<file path="config.mk">
export PLATFORM = sky130hd
export DESIGN_NAME = isc_core
export DESIGN_NICKNAME = d
export VERILOG_FILES = /design/src/isc_core.v
export VERILOG_INCLUDE_DIRS = /design/src
export SDC_FILE = /design/constraint.sdc
export NUM_CORES = 1
export LEC_CHECK = 0
export BUFFER_PORTS_ARGS = -buffer_cell sky130_fd_sc_hd__buf_4
export CELL_PAD_IN_SITES_DETAIL_PLACEMENT = 0
export CELL_PAD_IN_SITES_GLOBAL_PLACEMENT = 1
export CORE_MARGIN = 5
export CORE_UTILIZATION = 41
export CTS_CLUSTER_SIZE = 8
export DETAILED_ROUTE_END_ITERATION = 12
export GPL_TIMING_DRIVEN = 0
export PLACE_DENSITY_LB_ADDON = 0.1
export SYNTH_ARGS = -nofsm -noshare
export SYNTH_HDL_FRONTEND = slang
export SYNTH_SLANG_ARGS = --single-unit
</file>
<file path="constraint.sdc">
create_clock -name clk_i -period 4.4 [get_ports clk_i]
set_input_delay 0.66 -clock clk_i [delete_from_list [all_inputs] [get_ports clk_i]]
set_output_delay 0.66 -clock clk_i [all_outputs]
set_load 0.02 [all_outputs]
</file>
<file path="src/isc_regs.vh">
// Register map, field positions and opcodes of the interrupt status and command block.
// Assumes a classic Wishbone slave with 32-bit data and byte addresses.
`ifndef ISC_REGS_VH
`define ISC_REGS_VH
// Offsets are register indexes; byte address = 4 * index
`define ISC_IDX_INT_LOW        8'h0e
`define ISC_IDX_INT_HIGH       8'h0f
`define ISC_IDX_CMD            8'h10
`define ISC_IDX_EVENT_MASK     8'h20
`define ISC_IDX_BYTE_COUNT     8'h21
`define ISC_IDX_COMPARE        8'h22
`define ISC_IDX_MODE_STATE     8'h23
// Low status byte fields
`define ISC_LO_DONE            7
`define ISC_LO_PAUSED          6
`define ISC_LO_OUT_OFF         5
`define ISC_LO_ERROR           0
// High status byte fields
`define ISC_HI_DEC_EOR         7
`define ISC_HI_CMP             6
`define ISC_HI_B_ONE           5
`define ISC_HI_B_EOR           4
`define ISC_HI_A_ONE           1
`define ISC_HI_A_EOR           0
// Opcodes
`define ISC_OP_NOP             16'h0000
`define ISC_OP_SEL_A           16'hc100
`define ISC_OP_SEL_B           16'hc200
`define ISC_OP_PAUSE           16'h4200
`define ISC_OP_SOFT_RESET      16'ha000
`define ISC_OP_C_BYPASS        12'h500
`define ISC_OP_COMPRESS        12'h580
`define ISC_OP_D_BYPASS        12'h600
`define ISC_OP_DECOMPRESS      12'h680
`define ISC_OP_D_OUT_OFF       12'h6c0
// Reset values
`define ISC_RST_CMD_HW         16'h0000
`define ISC_RST_STATUS         8'h00
// Software reset length
`define ISC_SOFT_RESET_CLOCKS  12
`endif

</file>
<file path="src/isc_core.v">
// Interrupt status flags and command decode of a compression coprocessor.
// Assumes a classic Wishbone master and datapath event pulses synchronous to clk_i.
//
// The Wishbone slave port was decided locally.
`timescale 1ns/1ps
`default_nettype none
`include "isc_regs.vh"

// Function
// - Writing zero clears flag, one keeps; error flag ignores the write
// - Done sets at output port completion
// - Paused sets on pause or transfer event
// - Done, paused, output-off clear on resets/compress start
// - Output-off sets after last suppressed record end
// - Error sets on unmasked error, sticky
// - Masked port flags set at transfer end
// - Decoder record end on code or error
// - Compare sets when count reaches compare
// - Second port single byte flag conditions
// - Second port record end flag conditions
// - First port single byte flag conditions
// - First port record end flag conditions
// - High byte clears on resets/compress start
// - Command zero hardware, soft reset opcode
// - First port select enables its registers
// - Second port select enables its registers
// - Compression opcodes start, pad fields
// - Decompression opcodes start, pad fields
// - Pause floats buses, sets paused
// - Soft reset clears state, twelve clocks
// - Unmasked error status raises error flag
module isc_core #(
  parameter CW = 32
) (
  input  wire          clk_i,
  input  wire          rst_i,
  input  wire [31:0]   adr_i,
  input  wire [31:0]   dat_i,
  output reg  [31:0]   dat_o,
  input  wire [3:0]    sel_i,
  input  wire          we_i,
  input  wire          cyc_i,
  input  wire          stb_i,
  output reg           ack_o,
  input  wire          out_port_done_i,
  input  wire          xfer_event_i,
  input  wire          suppressed_last_eor_i,
  input  wire [7:0]    error_status_i,
  input  wire [7:0]    error_mask_i,
  input  wire          decoder_record_end_i,
  input  wire          decoder_code_error_i,
  input  wire          b_byte_i,
  input  wire          b_last_i,
  input  wire          b_one_i,
  input  wire          a_byte_i,
  input  wire          a_last_i,
  input  wire          a_one_i,
  input  wire          xfer_last_word_i,
  input  wire          record_length_zero_i,
  output reg           first_port_cfg_en_o,
  output reg           second_port_cfg_en_o,
  output reg           start_pulse_o,
  output reg  [2:0]    mode_o,
  output reg  [1:0]    pad_expect_o,
  output reg  [1:0]    pad_insert_o,
  output reg           pause_o,
  output reg           bus_float_o,
  output reg           soft_reset_o,
  output reg  [7:0]    interrupt_status_low_o,
  output reg  [7:0]    interrupt_status_high_o
);

  // ****************************************
  // Mode codes
  // ****************************************
  localparam M_IDLE = 3'd0;
  localparam M_CBYP = 3'd1;
  localparam M_COMP = 3'd2;
  localparam M_DBYP = 3'd3;
  localparam M_DCMP = 3'd4;
  localparam M_DOFF = 3'd5;

  reg  [7:0]    int_low;
  reg  [7:0]    int_high;
  reg  [15:0]   command_opcode;
  reg  [3:0]    event_mask;
  reg  [CW-1:0] byte_count;
  reg  [CW-1:0] compare_count;
  reg  [2:0]    mode;
  reg  [3:0]    sr_count;
  reg  [7:0]    next_low;
  reg  [7:0]    next_high;
  reg  [7:0]    set_low;
  reg  [7:0]    set_high;
  reg  [2:0]    wr_mode;
  reg  [31:0]   rd_data;

  wire       req      = cyc_i & stb_i & ~ack_o;
  wire [7:0] idx      = adr_i[9:2];
  wire       wr       = req & we_i;
  wire       wr_low   = wr & (idx == `ISC_IDX_INT_LOW) & sel_i[0];
  wire       wr_high  = wr & (idx == `ISC_IDX_INT_HIGH) & sel_i[0];
  wire       wr_cmd   = wr & (idx == `ISC_IDX_CMD) & (&sel_i[1:0]) & ~soft_reset_o;
  wire       wr_emask = wr & (idx == `ISC_IDX_EVENT_MASK) & sel_i[0];
  wire       wr_cmp   = wr & (idx == `ISC_IDX_COMPARE);
  wire       comp_mode = (mode == M_CBYP) | (mode == M_COMP);
  wire       dbyp_mode = (mode == M_DBYP);
  wire       active   = (mode != M_IDLE);
  wire       count_reached = (byte_count >= compare_count);
  wire       pause_cmd = wr_cmd & (dat_i[15:0] == `ISC_OP_PAUSE);
  wire       a_record_end = comp_mode ? record_length_zero_i : (a_last_i & active);
  // A set mask bit holds its port flag back until the final word
  wire [3:0] mask_ok  = ~event_mask | {4{xfer_last_word_i}};
  wire       any_err  = |(error_status_i & ~error_mask_i);

  // ****************************************
  // Command decode
  // ****************************************
  always @* begin
    if (dat_i[15:4] == `ISC_OP_C_BYPASS) begin
      wr_mode = M_CBYP;
    end else if (dat_i[15:4] == `ISC_OP_COMPRESS) begin
      wr_mode = M_COMP;
    end else if (dat_i[15:4] == `ISC_OP_D_BYPASS) begin
      wr_mode = M_DBYP;
    end else if (dat_i[15:4] == `ISC_OP_DECOMPRESS) begin
      wr_mode = M_DCMP;
    end else if (dat_i[15:4] == `ISC_OP_D_OUT_OFF) begin
      wr_mode = M_DOFF;
    end else begin
      wr_mode = M_IDLE;
    end
  end

  wire start     = wr_cmd & (wr_mode != M_IDLE);
  wire comp_new  = start & ((wr_mode == M_CBYP) | (wr_mode == M_COMP));
  wire clr_all   = comp_new | soft_reset_o;

  // ****************************************
  // Status flag set terms
  // ****************************************
  always @* begin
    set_low  = 8'h00;
    set_high = 8'h00;
    if (out_port_done_i) begin
      set_low[`ISC_LO_DONE] = 1'b1;
    end
    if (pause_cmd || xfer_event_i) begin
      set_low[`ISC_LO_PAUSED] = 1'b1;
    end
    if (suppressed_last_eor_i) begin
      set_low[`ISC_LO_OUT_OFF] = 1'b1;
    end
    if (any_err) begin
      set_low[`ISC_LO_ERROR] = 1'b1;
    end
    if (decoder_record_end_i || decoder_code_error_i) begin
      set_high[`ISC_HI_DEC_EOR] = 1'b1;
    end
    // Idle mode keeps a zero compare count from flagging at once
    if (active && count_reached) begin
      set_high[`ISC_HI_CMP] = 1'b1;
    end
    if (mask_ok[3] && b_last_i && (comp_mode || dbyp_mode)) begin
      set_high[`ISC_HI_B_EOR] = 1'b1;
    end
    if (mask_ok[2] && b_last_i && b_one_i && (comp_mode || dbyp_mode)) begin
      set_high[`ISC_HI_B_ONE] = 1'b1;
    end
    if (mask_ok[1] && a_record_end) begin
      set_high[`ISC_HI_A_EOR] = 1'b1;
    end
    if (mask_ok[0] && a_record_end && a_one_i) begin
      set_high[`ISC_HI_A_ONE] = 1'b1;
    end
  end

  // ****************************************
  // Status flag next values; sets win over clears
  // ****************************************
  always @* begin
    next_low  = int_low;
    next_high = int_high;
    if (clr_all) begin
      next_low  = `ISC_RST_STATUS;
      next_high = `ISC_RST_STATUS;
    end
    if (wr_low) begin
      // Error flag is not cleared by an interrupt reset
      next_low  = next_low & {dat_i[7:1], 1'b1};
    end
    if (wr_high) begin
      next_high = next_high & dat_i[7:0];
    end
    // An event in the clearing cycle must not be lost
    next_low  = next_low | set_low;
    next_high = next_high | set_high;
    // Reserved bits always read zero
    next_low[4:1]  = 4'h0;
    next_high[3:2] = 2'b00;
  end

  // ****************************************
  // Read mux
  // ****************************************
  always @* begin
    rd_data = 32'h0000_0000;
    if (idx == `ISC_IDX_INT_LOW) begin
      rd_data = {24'h00_0000, int_low};
    end else if (idx == `ISC_IDX_INT_HIGH) begin
      rd_data = {24'h00_0000, int_high};
    end else if (idx == `ISC_IDX_CMD) begin
      rd_data = {16'h0000, command_opcode};
    end else if (idx == `ISC_IDX_EVENT_MASK) begin
      rd_data = {28'h000_0000, event_mask};
    end else if (idx == `ISC_IDX_BYTE_COUNT) begin
      rd_data = byte_count;
    end else if (idx == `ISC_IDX_COMPARE) begin
      rd_data = compare_count;
    end else if (idx == `ISC_IDX_MODE_STATE) begin
      rd_data = {27'h000_0000, soft_reset_o, pause_o, mode};
    end
  end

  // ****************************************
  // Bus answer
  // ****************************************
  // Ack is registered, so every access costs two cycles
  always @(posedge clk_i) begin
    if (rst_i) begin
      ack_o <= 1'b0;
      dat_o <= 32'h0000_0000;
    end else begin
      ack_o <= req;
      if (req && !we_i) begin
        dat_o <= rd_data;
      end else begin
        dat_o <= 32'h0000_0000;
      end
    end
  end

  // ****************************************
  // Status registers
  // ****************************************
  always @(posedge clk_i) begin
    if (rst_i) begin
      int_low                 <= `ISC_RST_STATUS;
      int_high                <= `ISC_RST_STATUS;
      interrupt_status_low_o  <= `ISC_RST_STATUS;
      interrupt_status_high_o <= `ISC_RST_STATUS;
    end else begin
      int_low                 <= next_low;
      int_high                <= next_high;
      interrupt_status_low_o  <= next_low;
      interrupt_status_high_o <= next_high;
    end
  end

  // ****************************************
  // Mask, compare and byte count
  // ****************************************
  always @(posedge clk_i) begin
    if (rst_i) begin
      event_mask    <= 4'h0;
      compare_count <= {CW{1'b0}};
      byte_count    <= {CW{1'b0}};
    end else if (soft_reset_o) begin
      // Writes inside the soft reset window are dropped
      event_mask    <= 4'h0;
      compare_count <= {CW{1'b0}};
      byte_count    <= {CW{1'b0}};
    end else begin
      if (wr_emask) begin
        event_mask <= dat_i[3:0];
      end
      if (wr_cmp) begin
        compare_count <= dat_i[CW-1:0];
      end
      // Count is restarted only by a compression start or a soft reset
      if (comp_new) begin
        byte_count <= {CW{1'b0}};
      end else if (b_byte_i) begin
        byte_count <= byte_count + {{(CW-1){1'b0}}, 1'b1};
      end
    end
  end

  // ****************************************
  // Command register and mode
  // ****************************************
  always @(posedge clk_i) begin
    if (rst_i) begin
      command_opcode       <= `ISC_RST_CMD_HW;
      mode                 <= M_IDLE;
      sr_count             <= 4'h0;
      first_port_cfg_en_o  <= 1'b0;
      second_port_cfg_en_o <= 1'b0;
      start_pulse_o        <= 1'b0;
      mode_o               <= M_IDLE;
      pad_expect_o         <= 2'b00;
      pad_insert_o         <= 2'b00;
      pause_o              <= 1'b0;
      bus_float_o          <= 1'b0;
      soft_reset_o         <= 1'b0;
    end else begin
      start_pulse_o <= start;
      if (wr_cmd) begin
        command_opcode       <= dat_i[15:0];
        first_port_cfg_en_o  <= (dat_i[15:0] == `ISC_OP_SEL_A);
        second_port_cfg_en_o <= (dat_i[15:0] == `ISC_OP_SEL_B);
        if (start) begin
          mode         <= wr_mode;
          mode_o       <= wr_mode;
          pad_expect_o <= dat_i[3:2];
          pad_insert_o <= dat_i[1:0];
          pause_o      <= 1'b0;
          bus_float_o  <= 1'b0;
        end
        if (dat_i[15:0] == `ISC_OP_PAUSE) begin
          pause_o     <= 1'b1;
          bus_float_o <= 1'b1;
        end
        if (dat_i[15:0] == `ISC_OP_SOFT_RESET) begin
          soft_reset_o <= 1'b1;
          sr_count     <= 4'd`ISC_SOFT_RESET_CLOCKS - 4'd1;
        end
      end else if (soft_reset_o) begin
        // Command writes are ignored until the sequence ends
        command_opcode       <= `ISC_OP_SOFT_RESET;
        mode                 <= M_IDLE;
        mode_o               <= M_IDLE;
        pause_o              <= 1'b0;
        bus_float_o          <= 1'b0;
        first_port_cfg_en_o  <= 1'b0;
        second_port_cfg_en_o <= 1'b0;
        if (sr_count == 4'd0) begin
          soft_reset_o <= 1'b0;
        end else begin
          sr_count <= sr_count - 4'd1;
        end
      end
    end
  end

endmodule // isc_core
`default_nettype wire

</file>
# Yosys cells after proc, flatten, opt, wreduce, memory -nomap -nowiden
# Cells that the tools add are included.
# totals
regBits,149
in_bits,102
out_inout_bits,62
# op_classes
n_addsub,2
n_lt_le_gt_ge,1
n_eq_ne,25
n_mux,46
bitwise_logic,31
n_reduce_logical,29
# ops
operator,n
$mux 16,4
$mux 32,2
$eq 12x11->1 const B,5
$eq 16x16->1 const B,3
$mux 8,6
$add 32x1->32 const B,1
$eq 8x6->1 const B,4
$ge 32x32->1,1
$and 8x8->8,3
$mux 3,8
$mux 1,21
$and 1x1->1,17
$eq 16x15->1 const B,1
$eq 8x4->1 const B,2
$mux 4,4
$or 8x8->8,2
$logic_and 1x1->1,10
$eq 3x2->1 const B,3
$eq 8x5->1 const B,1
$not 8->8,1
$reduce_and 2->1,4
$reduce_or 8->1,1
$eq 3x1->1 const B,2
$reduce_bool 3->1,2
other kinds (18),26

# Longest topological paths before layout
# depth
word_depth,14
ltp_mapped,8
ltp_nobuf,8

# Least setup slack after synthesis
# No wires, ideal clock.
# synth_timing
path_type,in2reg
startpoint,input adr_i[5]
endpoint,register int_high[6]
setup_time_ps,127
t_arrival_ps,2501
t_required_ps,4273
setup_slack_ps,1772
stages,8
cell_sequence,or4_4 nor4_4 and3_1 buf_4 a31o_1 buf_2 o22ai_1 or3_1
# synth_between
elab_chain_len,11
elab_cells_between_ends,14
cone_classes,eq/ne (2); mux (2); bitwise (10)
# synth_rtl
element,line_no,source
start: declaration,isc_core.v:37,"input wire [31:0] adr_i,"
$eq 8x5->1 (no line),-,
$and 1x1->1 (3 in a row),isc_core.v:103,wire wr_cmd = wr & (idx == `ISC_IDX_CMD) & (&sel_i[1:0]) & ~soft_reset_o;
$and 1x1->1,isc_core.v:135,wire start = wr_cmd & (wr_mode != M_IDLE);
$and 1x1->1,isc_core.v:136,wire comp_new = start & ((wr_mode == M_CBYP) | (wr_mode == M_COMP));
$or 1x1->1,isc_core.v:137,wire clr_all = comp_new | soft_reset_o;
$mux 8,isc_core.v:184,if (clr_all) begin
$and 8x8->8,isc_core.v:193,next_high = next_high & dat_i[7:0];
$mux 8 *,isc_core.v:192,if (wr_high) begin
$or 8x8->8 *,isc_core.v:197,next_high = next_high | set_high;
end signal: assignment,isc_core.v:249,int_high <= `ISC_RST_STATUS;
end signal: assignment,isc_core.v:254,int_high <= next_high;
end: declaration,isc_core.v:84,reg [7:0] int_high;
# Mark *: on every way between the ends. The rest lies on a longest branch, timed or not.
# A chain may end at the register's enable or synchronous reset.

# Worst setup path after layout
# layout_timing
startpoint,input adr_i[5]
endpoint,register compare_count[28]
# layout_between
elab_chain_len,2
# layout_rtl
element,line_no,source
$eq 8x6->1 (no line),-,
$and 1x1->1,isc_core.v:105,wire wr_cmp = wr & (idx == `ISC_IDX_COMPARE);
end signal: assignment,isc_core.v:266,compare_count <= {CW{1'b0}};
end signal: assignment,isc_core.v:271,compare_count <= {CW{1'b0}};
end signal: assignment,isc_core.v:278,compare_count <= dat_i[CW-1:0];
end: declaration,isc_core.v:88,reg [CW-1:0] compare_count;
# No other way between the ends.

==> run metrics <==
Iteration-0 DRC Markers=366; drt pass-1 iters=5; Worst EP required=approximately 4700 ps; top post-synthesis cells by area=dfxtp_1 (42%), nand2_1 (7.6%), ha_1 (6.4%), a21oi_1 (4.9%), nor2_1 (4.9%); post-synthesis cell count=827; CTS Buf Count=17; die area=19280 um2; asr flop ratio synth=0%; total grt overflow=0; Max Cap Violations=0; io pins=164; worst skew pair latency=430 ps; leak pwr=0.003445 uW; Slew headroom=43.81%; largest net degree at the start of global routing=17; CTS tree=yes; most common cell in the netlist=dfxtp_1; DR vias=about 6000; Initial Util=41.48%; Seq cells post-synth=~140; port bufs=128; Post-Syn Area=6805 um2; kind of critical path=in2reg; Final Cycle Share=65.19%; reg2reg end=int_high[6]$_SDFF_PP0_; floorplan core area=16410 um2; H-tree depth=4; Final Hold Viols=0; antenna-violating nets left=0; maximum clock skew at final layout=6.618 ps; sequential element share of the synthesized area=42.07%; Worst Reg2Reg Path Length in Cells=8; EDFF count, synth=0; final wirelength=20.71 mm; Critical Path Sink Type=flip-flop; clk sinks=about 140; Startpoint Class=input port; Final HPWL DP=15.88 mm; global placement routability congestion=0.8861; cts hold-fix bufs=0; fin cells=1211; Design Area, Final=slightly below 9000 um2; initial antenna violation count=0; layout cell share with drive strength beyond 1=19.98%; Worst Tran Pin Value=836.4 ps; status=complete, no violations; dpl cells=about 1200; share of the synthesized area in the top cell type=42.07%; largest area contributor in the netlist=dfxtp_1; CP Data Arrival Time=between 3000 and 4000 ps; post-layout min period=2868 ps; WHS Endpoint=command_opcode[5]$_SDFFE_PP0P_; Avg WL per Cell=17.10 um; Final #Nets=1116; DIE WIDTH=between 100 and 150 um; FF-to-FF Start=byte_count[0]$_SDFFE_PP0P_; Distinct cells, synth=62; row cnt=47; top post-synthesis cells by count=dfxtp_1 (143), nand2_1 (138), nor2_1 (88); clock buffer depth=2; Max Fclk=around 350 MHz; Critical Path Fanout Max=10; GR Util All Layers=21.27%; global-route wire length before repair=32.59 mm; Die Span Y=138.8 um; # diodes=0; HP Class=reg2reg; Final setup viols=0; synthesized area per cell=8.229 um2; Hold Startpoint=command_opcode[5]$_SDFFE_PP0P_; VDD IR max=roughly 0.28 mV; Yosys warnings=0; WHS Path Cells=2; RSZ-0062 raised after global routing=false; Setup Fix Bufs, Post-CTS=0; Clk Tree Root Cell=clkbuf_16; Via density=5.103; PD cells=358.2 nW/um2; Max Transition Viols Final=0; vias in the first global route=approximately 6000; setup slack, reg-to-reg=about 1900 ps; Filler Cell Count=about 1600; ys flop type=dfxtp_1; DRC=0; clock slew at reported path FFs=60 ps; area post-placement=slightly above 8000 um2; post-route setup TNS=0 ps; Area Growth Syn to Fin=28.39%; Resized Gates After CTS=0
==> worst max-delay path: stages <==
cell and delay (ps):
buf_4 110, or4_4 560, nor3b_1 560, and2_1 210, buf_2 280, nand2_1 220
clkbuf_1 320, nand2_1 160, a21oi_1 70
==> layer usage <==
metal	part of all wire [%]	vias up	wire [um]	GRT usage, %
met4	2.3	0	483	7.570
met1	46	2840	9493	27.99
li1	-	3137	-	-
met3	5.2	30	1077	4.310
met5	0	-	0	0
met2	47	173	9650	34.77
==> cell usage in the layout (no fill, tap or decap), types with 6 or more instances in the layout <==
| master | Yosys | final |
|---|---|---|
| a21oi_1 | 67 | 67 |
| clkbuf_16 | 0 | 17 |
| nor2_1 | 88 | 88 |
| bufinv_16 | 0 | 6 |
| xnor2_1 | 10 | 10 |
| buf_4 | 9 | 137 |
| a22oi_1 | 31 | 31 |
| mux2i_1 | 13 | 13 |
| clkbuf_1 | 22 | 22 |
| buf_1 | 6 | 6 |
| xor2_1 | 25 | 25 |
| o22ai_1 | 16 | 16 |
| conb_1 | 1 | 6 |
| nand2_1 | 138 | 138 |
| inv_1 | 53 | 53 |
| dfxtp_1 | 143 | 143 |
| nor3_1 | 14 | 14 |
| buf_2 | 11 | 11 |
| and3_1 | 8 | 8 |
| nand3_1 | 14 | 14 |
| ha_1 | 35 | 35 |
| nand4_1 | 10 | 10 |
| o21ai_0 | 23 | 23 |
==> report_power, final <==
part           total, uW  internal, uW  switching (uW)
logic                166          76.0            90.3
clock network       1650          1100             549
registers           1310          1300            10.3
total               3130          2480             650
==> worst max-delay path by stage <==
stage | slack, ps | from | end
after global placement | 1160 | adr_i[5] | compare_count[28]$_SDFFE_PP0P_
after CTS | 1580 | adr_i[5] | compare_count[28]$_SDFFE_PP0P_
after detailed placement | 1140 | adr_i[5] | compare_count[28]$_SDFFE_PP0P_
final | 1530 | adr_i[5] | compare_count[28]$_SDFFE_PP0P_
after floorplan | 1770 | adr_i[5] | int_high[6]$_SDFF_PP0_
after global routing | 1390 | adr_i[5] | dat_o[14]$_SDFF_PP0_
==> final cells by class <==
cell class	count	area, um2	share of cell area (%)
well taps	220	275.3	3.151
inverters	53	198.9	2.277
plain buffers	48	227.7	2.606
flip-flops and latches	143	2863	32.77
clock buffers	20	466.7	5.342
repair buffers	128	960.9	11.00
multi-input cells	588	3535	40.46
clock inverters	11	210.2	2.406
==> flip-flops by register name, summed over array words and instances (netlist names), 3 cells and up <==
name / cells
int_low: 4
mode: 3
dat_o: 32
int_high: 6
sr_count: 4
compare_count: 32
command_opcode: 16
event_mask: 4
byte_count: 32
==> stage by stage <==
stage,worst slack [ps],hold WS (ps),util (%),power [uW]
2_1_floorplan,1772,424.9,-,1405
3_3_place_gp,1164,440.7,49.13,1506
3_5_place_dp,1142,445.2,49.13,1507
4_1_cts,1576,452.5,53.25,3155
5_1_grt,1389,473.0,53.25,3224
6_report,1532,454.0,53.25,3129
==> kinds of logic (layout without fill, tap and decap cells) <==
| logic type | Yosys count | count (layout) | share of synthesized area (%) |
|---|---|---|---|
| AO/OA/AOI/OAI | 170 | 170 | 15.21 |
| flip-flops | 143 | 143 | 42.07 |
| AND/OR/NAND/NOR | 324 | 324 | 22.56 |
| adder cells (fa/ha/maj) | 35 | 35 | 6.435 |
| other | 1 | 6 | 0.05510 |
| XOR/XNOR | 35 | 35 | 4.504 |
| buffers and inverters | 101 | 260 | 6.269 |
| multiplexers | 18 | 18 | 2.905 |
Power figures use the tool's default switching activity.
